**src/bpsp_map.svh**
```systemverilog
// Register offsets, field positions, reset values and widths of the buffered slave port
`ifndef BPSP_MAP_SVH
`define BPSP_MAP_SVH

`define BPSP_OFF_MODE      12'h000
`define BPSP_OFF_STATUS    12'h004
`define BPSP_OFF_OUTDATA   12'h008
`define BPSP_OFF_INDATA    12'h00c
`define BPSP_OFF_IRQSTAT   12'h010
`define BPSP_OFF_IRQCLR    12'h014
`define BPSP_OFF_IRQEN     12'h018

`define BPSP_MODE_INCREMENT_MODE_FIELD_LO  0
`define BPSP_MODE_INTERRUPT_MODE_FIELD_LO  2
`define BPSP_INCREMENT_MODE_FIELD_BUFFERED 2'h3
`define BPSP_INTERRUPT_MODE_FIELD_EVERY    2'h1
`define BPSP_INTERRUPT_MODE_FIELD_FOURTH   2'h3
`define BPSP_MODE_RESET    4'h0

`define BPSP_ST_OBE_LO     0
`define BPSP_ST_OUT_BUF_ERROR_FLAG       4
`define BPSP_ST_OBALL      5
`define BPSP_ST_IBF_LO     8
`define BPSP_ST_IN_BUF_OVERFLOW_FLAG       12
`define BPSP_ST_IBALL      13

`define BPSP_EV_PORT       0
`define BPSP_EV_OUT_BUF_ERROR_FLAG       1
`define BPSP_EV_IN_BUF_OVERFLOW_FLAG       2
`define BPSP_NUM_EVENTS    3

`define BPSP_LAST_BUF      2'h3
`endif

```
**src/bpsp_pkg.sv**
```systemverilog
// Types shared by the buffered slave port
package bpsp_pkg;
    typedef enum logic [1:0] {BPSP_OKAY = 2'h0, BPSP_SLVERR = 2'h2} bpsp_resp_t;
    typedef logic [1:0] bpsp_idx_t;
endpackage : bpsp_pkg

```
**src/bpsp_sync.sv**
```systemverilog
// Two-flop synchroniser for pin inputs
`timescale 1ns/100ps
module bpsp_sync #(
    parameter int WIDTH = 1
) (
    input  wire logic             clk,
    input  wire logic             rst_n,
    input  wire logic [WIDTH-1:0] async,
    output logic      [WIDTH-1:0] synced
);
    logic [WIDTH-1:0] stage1;

    always_ff @(posedge clk)
    begin
        if (!rst_n)
        begin
            stage1 <= '0;
            synced <= '0;
        end
        else
        begin
            stage1 <= async;
            synced <= stage1;
        end
    end
endmodule : bpsp_sync

```
**src/bpsp_bufmem.sv**
```systemverilog
// Four-entry byte buffer with registered read data
`timescale 1ns/100ps
module bpsp_bufmem #(
    parameter int DEPTH = 4,
    parameter int AW    = 2
) (
    input  wire logic          clk,
    input  wire logic          we,
    input  wire logic [AW-1:0] waddr,
    input  wire logic [7:0]    wdata,
    input  wire logic [AW-1:0] raddr,
    output logic      [7:0]    rdata
);
    logic [7:0] mem [DEPTH];

    always_ff @(posedge clk)
    begin
        if (we)
        begin
            mem[waddr] <= wdata;
        end
        rdata <= mem[raddr];
    end
endmodule : bpsp_bufmem

```
**src/bpsp_port.sv**
```systemverilog
// Buffered parallel slave port with AXI4-Lite register access
// Behaviour
// - Buffered behaviour is active only while the increment-mode field holds 11; otherwise strobes are ignored.
// - Four byte buffers exist in each direction, input buffers written by the master, output buffers read by it.
// - Buffers are indexed 0 to 3, index 0 the lowest byte of the data word and 3 the highest.
// - Each read strobe drives one output byte, taken in order from buffer 0 through buffer 3.
// - An internal read pointer selects the next output buffer and advances after every read strobe.
// - Each output buffer has an empty bit, cleared when software loads it and set when its byte is driven.
// - A read strobe on an empty output buffer sets the output-buffer error flag.
// - The all-empty output flag is high whenever all four output empty bits are set.
// - Write strobes fill input buffers 0 to 3 in order, chosen by an internal write pointer.
// - Each input buffer has a full bit, set by the write strobe that loads it and cleared when software reads it.
// - A write strobe on a full input buffer sets the input-overflow flag and the new byte is lost.
// - The all-full input flag is high whenever all four input full bits are set.
// - With interrupt mode 01 the port interrupt is raised on every read and write strobe.
// - With interrupt mode 11 the port interrupt is raised only on accesses to buffer 3.
`timescale 1ns/100ps
`include "bpsp_map.svh"
module bpsp_port (
    input  wire logic        clk,
    input  wire logic        rst_n,
    // AXI4-Lite slave
    input  wire logic [11:0] s_axi_awaddr,
    input  wire logic        s_axi_awvalid,
    output logic             s_axi_awready,
    input  wire logic [31:0] s_axi_wdata,
    input  wire logic [3:0]  s_axi_wstrb,
    input  wire logic        s_axi_wvalid,
    output logic             s_axi_wready,
    output logic [1:0]       s_axi_bresp,
    output logic             s_axi_bvalid,
    input  wire logic        s_axi_bready,
    input  wire logic [11:0] s_axi_araddr,
    input  wire logic        s_axi_arvalid,
    output logic             s_axi_arready,
    output logic [31:0]      s_axi_rdata,
    output logic [1:0]       s_axi_rresp,
    output logic             s_axi_rvalid,
    input  wire logic        s_axi_rready,
    // Parallel pins
    input  wire logic        chipSel_n,
    input  wire logic        readStrobe_n,
    input  wire logic        writeStrobe_n,
    input  wire logic [7:0]  pinData_in,
    output logic [7:0]       pinData_out,
    output logic             pinData_oe,
    output logic             irq
);
    localparam int NB = 4;

    // Pin synchronisation
    logic [10:0] pinSync;
    bpsp_sync #(.WIDTH(11)) uSync (
        .clk    (clk),
        .rst_n  (rst_n),
        .async  ({~chipSel_n, ~readStrobe_n, ~writeStrobe_n, pinData_in}),
        .synced (pinSync)
    );
    wire       csAct   = pinSync[10];
    wire       rdLvl   = pinSync[9] & csAct;
    wire       wrLvl   = pinSync[8] & csAct;
    wire [7:0] pinByte = pinSync[7:0];

    logic rdLvlD;
    logic wrLvlD;

    // Control and state
    logic [3:0]        modeReg;
    logic [NB-1:0]     outEmpty;
    logic [NB-1:0]     inFull;
    logic              outErr;
    logic              inOvf;
    bpsp_pkg::bpsp_idx_t rdPtr;
    bpsp_pkg::bpsp_idx_t wrPtr;
    logic [`BPSP_NUM_EVENTS-1:0] irqStat;
    logic [`BPSP_NUM_EVENTS-1:0] irqEn;
    logic [7:0]        outBuf [NB];

    wire [1:0] incmField = modeReg[`BPSP_MODE_INCREMENT_MODE_FIELD_LO +: 2];
    wire [1:0] irqmField = modeReg[`BPSP_MODE_INTERRUPT_MODE_FIELD_LO +: 2];
    wire       bufMode   = (incmField == `BPSP_INCREMENT_MODE_FIELD_BUFFERED);

    wire rdStrobe = bufMode & rdLvl & ~rdLvlD;
    wire wrStrobe = bufMode & wrLvl & ~wrLvlD & ~rdLvl;

    // Input buffers live in a small memory; read data is registered
    logic [7:0] inRdData;
    logic [1:0] inRdIdx;
    wire        inLoad = wrStrobe & ~inFull[wrPtr];
    bpsp_bufmem #(.DEPTH(NB), .AW(2)) uInBuf (
        .clk   (clk),
        .we    (inLoad),
        .waddr (wrPtr),
        .wdata (pinByte),
        .raddr (inRdIdx),
        .rdata (inRdData)
    );

    // AXI4-Lite decode
    logic        awHeld;
    logic        wHeld;
    logic [11:0] awAddr;
    logic [31:0] wData;
    logic [3:0]  wStrb;
    logic        rdPend;
    logic [11:0] arAddr;
    wire         doWrite = awHeld & wHeld & ~s_axi_bvalid;
    wire         wrMode  = doWrite & (awAddr == `BPSP_OFF_MODE);
    wire         wrOut   = doWrite & (awAddr == `BPSP_OFF_OUTDATA);
    wire         wrClr   = doWrite & (awAddr == `BPSP_OFF_IRQCLR);
    wire         wrEn    = doWrite & (awAddr == `BPSP_OFF_IRQEN);
    wire         wrStat  = doWrite & (awAddr == `BPSP_OFF_STATUS);
    wire         wrOk    = wrMode | wrOut | wrClr | wrEn | wrStat
                         | (awAddr == `BPSP_OFF_INDATA) | (awAddr == `BPSP_OFF_IRQSTAT);
    // Read: the memory needs one cycle, so an accepted read is answered one cycle later
    wire         takeAr  = s_axi_arvalid & s_axi_arready;
    wire         rdIn    = rdPend & (arAddr == `BPSP_OFF_INDATA);
    assign inRdIdx = 2'h0;

    // Input data register read returns all four buffers; a read clears every full bit except one set by a write strobe in the same cycle
    logic [7:0] inSnap [NB];
    logic [1:0] snapIdx;

    // Status word
    wire        outAllEmpty = &outEmpty;
    wire        inAllFull   = &inFull;
    wire [31:0] statusWord  = {18'h0, inAllFull, inOvf, inFull, 2'h0, outAllEmpty, outErr, outEmpty};

    // Events
    wire portEv = (irqmField == `BPSP_INTERRUPT_MODE_FIELD_EVERY) & (rdStrobe | wrStrobe)
                | (irqmField == `BPSP_INTERRUPT_MODE_FIELD_FOURTH)
                  & ((rdStrobe & (rdPtr == `BPSP_LAST_BUF)) | (wrStrobe & (wrPtr == `BPSP_LAST_BUF)));
    wire obufEv = rdStrobe & outEmpty[rdPtr];
    wire ibovEv = wrStrobe & inFull[wrPtr];
    wire [`BPSP_NUM_EVENTS-1:0] evVec = {ibovEv, obufEv, portEv};

    // Output buffers, input full bits and input snapshots, per entry
    genvar g;
    generate
        for (g = 0; g < NB; g++)
        begin : gBuf
            wire loadOut = wrOut & wStrb[g];
            wire sentOut = rdStrobe & (rdPtr == 2'(g));
            wire fillIn  = inLoad & (wrPtr == 2'(g));
            always_ff @(posedge clk)
            begin
                if (!rst_n)
                begin
                    outBuf[g]   <= 8'h00;
                    outEmpty[g] <= 1'b1;
                    inFull[g]   <= 1'b0;
                    inSnap[g]   <= 8'h00;
                end
                else
                begin
                    if (loadOut)
                        outBuf[g] <= wData[8*g +: 8];
                    // Driving the byte wins over a same-cycle load: the load data is then sent next lap
                    if (sentOut)
                        outEmpty[g] <= 1'b1;
                    else if (loadOut)
                        outEmpty[g] <= 1'b0;
                    if (fillIn)
                        inFull[g] <= 1'b1;
                    else if (rdIn)
                        inFull[g] <= 1'b0;
                    if (fillIn)
                        inSnap[g] <= pinByte;
                end
            end
        end
    endgenerate

    wire [31:0] inWord = {inSnap[3], inSnap[2], inSnap[1], inSnap[0]};

    logic [31:0] next_rdata;
    always_comb
    begin
        unique case (arAddr)
            `BPSP_OFF_MODE:    next_rdata = {28'h0, modeReg};
            `BPSP_OFF_STATUS:  next_rdata = statusWord;
            `BPSP_OFF_OUTDATA: next_rdata = {outBuf[3], outBuf[2], outBuf[1], outBuf[0]};
            `BPSP_OFF_INDATA:  next_rdata = inWord;
            `BPSP_OFF_IRQSTAT: next_rdata = {29'h0, irqStat};
            `BPSP_OFF_IRQEN:   next_rdata = {29'h0, irqEn};
            default:           next_rdata = 32'h0;
        endcase
    end
    wire rdOk = (arAddr == `BPSP_OFF_MODE) | (arAddr == `BPSP_OFF_STATUS) | (arAddr == `BPSP_OFF_OUTDATA)
              | (arAddr == `BPSP_OFF_INDATA) | (arAddr == `BPSP_OFF_IRQSTAT) | (arAddr == `BPSP_OFF_IRQEN);

    // Ready outputs are registered: each carries what the held and pending state will allow after this edge
    wire next_awReady = ~doWrite & ~awHeld & ~(s_axi_awvalid & s_axi_awready)
                      & ~(s_axi_bvalid & ~s_axi_bready);
    wire next_wReady  = ~doWrite & ~wHeld & ~(s_axi_wvalid & s_axi_wready)
                      & ~(s_axi_bvalid & ~s_axi_bready);
    wire next_arReady = ~rdPend & ~takeAr & ~(s_axi_rvalid & ~s_axi_rready);

    // Bus handshake registers
    always_ff @(posedge clk)
    begin
        if (!rst_n)
        begin
            awHeld <= 1'b0; wHeld <= 1'b0; awAddr <= 12'h000; wData <= 32'h0; wStrb <= 4'h0;
            s_axi_bvalid <= 1'b0; s_axi_bresp <= 2'h0;
            s_axi_awready <= 1'b1;
            s_axi_wready <= 1'b1;
            s_axi_arready <= 1'b1;
            rdPend <= 1'b0; arAddr <= 12'h000; s_axi_rvalid <= 1'b0; s_axi_rdata <= 32'h0; s_axi_rresp <= 2'h0;
        end
        else
        begin
            s_axi_awready <= next_awReady;
            s_axi_wready <= next_wReady;
            s_axi_arready <= next_arReady;
            if (s_axi_awvalid & s_axi_awready)
            begin
                awHeld <= 1'b1;
                awAddr <= {s_axi_awaddr[11:2], 2'h0};
            end
            if (s_axi_wvalid & s_axi_wready)
            begin
                wHeld <= 1'b1;
                wData <= s_axi_wdata;
                wStrb <= s_axi_wstrb;
            end
            if (doWrite)
            begin
                awHeld <= 1'b0;
                wHeld <= 1'b0;
                s_axi_bvalid <= 1'b1;
                s_axi_bresp <= wrOk ? bpsp_pkg::BPSP_OKAY : bpsp_pkg::BPSP_SLVERR;
            end
            else if (s_axi_bready)
                s_axi_bvalid <= 1'b0;
            if (takeAr)
            begin
                rdPend <= 1'b1;
                arAddr <= {s_axi_araddr[11:2], 2'h0};
            end
            if (rdPend)
            begin
                rdPend <= 1'b0;
                s_axi_rvalid <= 1'b1;
                s_axi_rdata <= next_rdata;
                s_axi_rresp <= rdOk ? bpsp_pkg::BPSP_OKAY : bpsp_pkg::BPSP_SLVERR;
            end
            else if (s_axi_rvalid & s_axi_rready)
                s_axi_rvalid <= 1'b0;
        end
    end

    // Port state
    always_ff @(posedge clk)
    begin
        if (!rst_n)
        begin
            modeReg <= `BPSP_MODE_RESET;
            rdPtr <= 2'h0; wrPtr <= 2'h0;
            outErr <= 1'b0; inOvf <= 1'b0;
            irqStat <= '0; irqEn <= '0;
            rdLvlD <= 1'b0; wrLvlD <= 1'b0;
            pinData_out <= 8'h00; pinData_oe <= 1'b0; irq <= 1'b0;
        end
        else
        begin
            rdLvlD <= rdLvl;
            wrLvlD <= wrLvl;
            if (wrMode & wStrb[0])
                modeReg <= wData[3:0];
            if (rdStrobe)
            begin
                rdPtr <= rdPtr + 2'h1;
                pinData_out <= outBuf[rdPtr];
            end
            pinData_oe <= bufMode & rdLvl;
            if (wrStrobe)
                wrPtr <= wrPtr + 2'h1;
            // Flags set by hardware win over a same-cycle software clear
            if (obufEv)
                outErr <= 1'b1;
            else if (wrStat & wData[`BPSP_ST_OUT_BUF_ERROR_FLAG])
                outErr <= 1'b0;
            if (ibovEv)
                inOvf <= 1'b1;
            else if (wrStat & wData[`BPSP_ST_IN_BUF_OVERFLOW_FLAG])
                inOvf <= 1'b0;
            irqStat <= evVec | (irqStat & ~(wrClr ? wData[`BPSP_NUM_EVENTS-1:0] : '0));
            if (wrEn)
                irqEn <= wData[`BPSP_NUM_EVENTS-1:0];
            irq <= |((evVec | irqStat) & irqEn);
        end
    end
endmodule : bpsp_port

```
**config.mk**
```make
export PLATFORM = sky130hd
export DESIGN_NAME = bpsp_port
export DESIGN_NICKNAME = d
export VERILOG_FILES = /design/src/bpsp_pkg.sv /design/src/bpsp_sync.sv /design/src/bpsp_bufmem.sv /design/src/bpsp_port.sv
export VERILOG_INCLUDE_DIRS = /design/src /design/src/src
export SDC_FILE = /design/constraint.sdc
export NUM_CORES = 1
export LEC_CHECK = 0
export BUFFER_PORTS_ARGS = -buffer_cell sky130_fd_sc_hd__buf_2
export CORE_MARGIN = 2
export CORE_UTILIZATION = 45
export DETAILED_ROUTE_END_ITERATION = 7
export GPL_TIMING_DRIVEN = 0
export MAX_ROUTING_LAYER = met4
export PLACE_DENSITY_LB_ADDON = 0.1
export SYNTH_ARGS = -nofsm -noshare
export SYNTH_HDL_FRONTEND = slang
export SYNTH_SLANG_ARGS = --single-unit
```
**constraint.sdc**
```tcl
create_clock -name clk -period 1.9 [get_ports clk]
set_clock_uncertainty 0.2 [all_clocks]
set_input_delay 0.095 -clock clk [delete_from_list [all_inputs] [get_ports clk]]
set_output_delay 0.095 -clock clk [all_outputs]
set_load 0.01 [all_outputs]
```
==> flow_metrics.env <==
export IMPL_place_area_um2=9670
export IMPL_ios=129
export IMPL_endpoint_kind="flop"
export IMPL_stdcell_area_um2=11900
export IMPL_drc=0
export IMPL_avgSynthCellArea_um2=10.1
export IMPL_slew_headroom=0.489
export IMPL_power_per_cell_area_nw_per_um2=858
export IMPL_yosysUniqueCellTypes=47
export IMPL_cts_root_buf="clkbuf_16"
export IMPL_io_buffers=122
export IMPL_failed_checks="setup timing"
export IMPL_synthFlopType="dfxtp_1"
export IMPL_timing_rr_end="inSnap[1][5]"
export IMPL_rsz0062_at_grt="yes"
export IMPL_path_class="flop to flop"
export IMPL_drt_iter0_drc=468
export IMPL_arrival_ns=2.09
export IMPL_critical_path_peak_fanout=8
export IMPL_gp_congestion=0.893
export IMPL_vias_per_cell=5.13
export IMPL_dieArea_um2=20500
export IMPL_routed_wl_um=25000
export IMPL_finalCritPeriodShare=1.09
export IMPL_postRouteAntennaNets=0
export IMPL_grt_total_usage=0.252
export IMPL_antenna_found_initial=1
export IMPL_fin_setup_tns_ns=-19.52
export IMPL_cts_tree="done"
export IMPL_final_util=0.632
export IMPL_setup_slack_ns=-0.179
export IMPL_fp_coreArea_um2=18800
export IMPL_dp_cells=1241
export IMPL_synth_area_um2=8700
export IMPL_initial_utilization=0.462
export IMPL_grt_max_degree=14
export IMPL_dr_pass1_iters=4
export IMPL_vias=7138
export IMPL_htree_levels=1
export IMPL_startpoint="wrPtr[0]"
export IMPL_instances_no_fill=1391
export IMPL_reg2reg_depth=6
export IMPL_overflow=0
export IMPL_fin_nets=1199
export IMPL_cap_violations=0
export IMPL_syn2layout_area_growth_pct=36.7
export IMPL_worstPathRequired_ns=1.91
export IMPL_min_path_type="input port to flop"
export IMPL_period_minus_slack_ns=2.08
export IMPL_synth_edf_count=64
export IMPL_max_freq_ghz=0.481
export IMPL_wl_per_cell_um=18.0
export IMPL_numClockSinks=220
export IMPL_die_x_um=143
export IMPL_ys_ff_latch=220
export IMPL_outcome="complete, but fails checks"
export IMPL_post_dp_hpwl_um=17300
export IMPL_clock_latency_ns=0.52
export IMPL_reg2reg_from="wrPtr[0]"
export IMPL_ir_worst_vdd_uv=562
export IMPL_ctsLongestPathBuffers=3
export IMPL_numCtsBuffers=24
export IMPL_crit_path_start_kind="flop"
export IMPL_yosysSeqAreaShare=0.580
export IMPL_clk_pin_slew_worst_paths_ns=0.06
export IMPL_final_hold_viol_count=0
export IMPL_grt_pass1_wl_um=38200
export IMPL_grt_pass1_vias=6931
export IMPL_drive_above_1_share=0.256
export IMPL_critPathCapture="inSnap[1][5]"
export IMPL_slew_viol_final=0
export IMPL_die_h_um=143
export IMPL_setup_viol=160
export IMPL_p_leak_uw=0.00481
export IMPL_ys_warn_count=0
export IMPL_syn_inst=858
export IMPL_rrSetupSlack_ns=-0.18
export IMPL_async_flop_share=0
export IMPL_tightestPinTransition_ns=0.767
export IMPL_place_ws_ns=-0.808
export IMPL_rows=50
## cell usage in the layout, fill, tap and decap left out, types with 7 or more instances in the layout
| master | synthesis | final |
|---|---|---|
| and3_1 | 39 | 34 |
| inv_1 | 11 | 11 |
| nor2b_1 | 11 | 11 |
| mux2i_1 | 26 | 26 |
| and2_4 | 0 | 8 |
| nand2_4 | 0 | 7 |
| clkbuf_16 | 0 | 25 |
| a22oi_2 | 0 | 10 |
| edfxtp_1 | 64 | 64 |
| ha_1 | 8 | 8 |
| dfxtp_1 | 156 | 151 |
| a21oi_1 | 89 | 87 |
| nand3_1 | 10 | 7 |
| buf_6 | 3 | 15 |
| buf_2 | 2 | 124 |
| clkbuf_1 | 35 | 34 |
| o21ai_0 | 25 | 18 |
| buf_4 | 4 | 14 |
| nand2_1 | 184 | 171 |
| o21ai_1 | 0 | 7 |
| nor2_1 | 33 | 32 |
| and2_1 | 55 | 46 |
| nand2b_1 | 15 | 14 |
| buf_8 | 0 | 7 |
| dlygate4sd3_1 | 0 | 84 |
| mux4_2 | 11 | 11 |
## metal layers
metal	track usage	up-vias	share of wire
li1	-	3488	-
met2	0.400	223	0.47
met1	0.334	3387	0.44
met4	0.0740	0	0.026
met5	-	-	0
met3	0.0436	40	0.065
## per-stage QoR
stage / hold WS (ns) / power [uW]
after global placement: 0.0623 / 5800
after detailed placement: 0.0662 / 5810
after floorplan: -0.0383 / 5530
after CTS: 0.0642 / 10200
final: 0.0456 / 10200
after global routing: 0.0756 / 10600
## how the worst min path moves through the flow
stage / startpoint / depth (start not counted) / slack, ns / end
5_1_grt: rst_n / 4 / 0.08 / modeReg[2]
4_1_cts: rst_n / 4 / 0.06 / modeReg[2]
6_report: rst_n / 4 / 0.05 / modeReg[2]
3_3_place_gp: readStrobe_n / 2 / 0.06 / uSync.stage1[9]
2_1_floorplan: chipSel_n / 1 / -0.04 / uSync.stage1[10]
3_5_place_dp: readStrobe_n / 2 / 0.07 / uSync.stage1[9]
## final cells by class
type                            count  area [um^2]
Multi-Input combinational cell    575         3750
Fill cell                        1575         6940
Timing Repair Buffer              230         1690
Clock inverter                      8         40.0
Inverter                           12         45.0
Clock buffer                       35          683
Tap cell                          260          325
Buffer                             50          307
Sequential cell                   220         5060
Antenna cell                        1         2.50
## sequential cells by signal (all words and copies together), names as in the netlist, 2 cells and up
register	flops
inSnap	32
outBuf	32
s_axi_rdata	32
wData	32
uSync.stage1	11
uSync.synced	11
arAddr	10
awAddr	10
pinData_out	8
inFull	4
modeReg	4
outEmpty	4
wStrb	4
irqEn	3
irqStat	3
rdPtr	2
wrPtr	2
## Yosys cell counts, types with 3 or more instances
cell | number | share of area
and3_1 | 39 | 0.028
o21ai_0 | 25 | 0.014
nand3_1 | 10 | 0.0058
clkbuf_1 | 35 | 0.015
ha_1 | 8 | 0.012
clkbuf_2 | 4 | 0.0023
and3_2 | 4 | 0.0035
nor4_4 | 4 | 0.0098
buf_4 | 4 | 0.0035
inv_1 | 11 | 0.0047
buf_6 | 3 | 0.0039
a22oi_1 | 13 | 0.011
and2_1 | 55 | 0.040
dfxtp_1 | 156 | 0.36
nor3_1 | 7 | 0.0040
nor2b_1 | 11 | 0.0079
edfxtp_1 | 64 | 0.22
nor2_1 | 33 | 0.014
a31o_2 | 4 | 0.0040
a21oi_1 | 89 | 0.051
mux4_2 | 11 | 0.028
buf_1 | 4 | 0.0017
mux2i_1 | 26 | 0.030
nand2b_1 | 15 | 0.011
o22ai_1 | 4 | 0.0029
a221o_1 | 4 | 0.0046
nand2_1 | 184 | 0.079
a221oi_1 | 6 | 0.0060
## worst max-delay path: stages (launching register included)
cell and delay [ns]:
dfxtp_4 0.35, mux4_2 0.55, nor4_4 0.17, buf_6 0.19, buf_4 0.14, nand2_4 0.06
nand2_8 0.11
## report_power, final
group	total (uW)	switching [uW]	internal [uW]
Combinational	798	430	367
Sequential	5120	136	4990
Clock	4290	1800	2480
Total	10200	2370	7840
## timing repair
| item | CTS | global route |
|---|---|---|
| setup buffers | 11 | 9 |
| gates cloned | 4 | 0 |
| setup endpoints to repair | 197 | 212 |
| endpoints found under the hold margin | 76 | 0 |
| hold buffers | 84 | 0 |
| pin swaps | 24 | 6 |
| gates resized for setup | 71 | 59 |
## kinds of logic after synthesis
group,synth area share
XOR/XNOR,0.00201
AO/OA/AOI/OAI,0.101
flip-flops,0.580
buffers and inverters,0.0328
adder cells (fa/ha/maj),0.0115
AND/OR/NAND/NOR,0.215
multiplexers,0.0584
other,0.000431
Note: power is estimated with default switching activity, not from simulation.
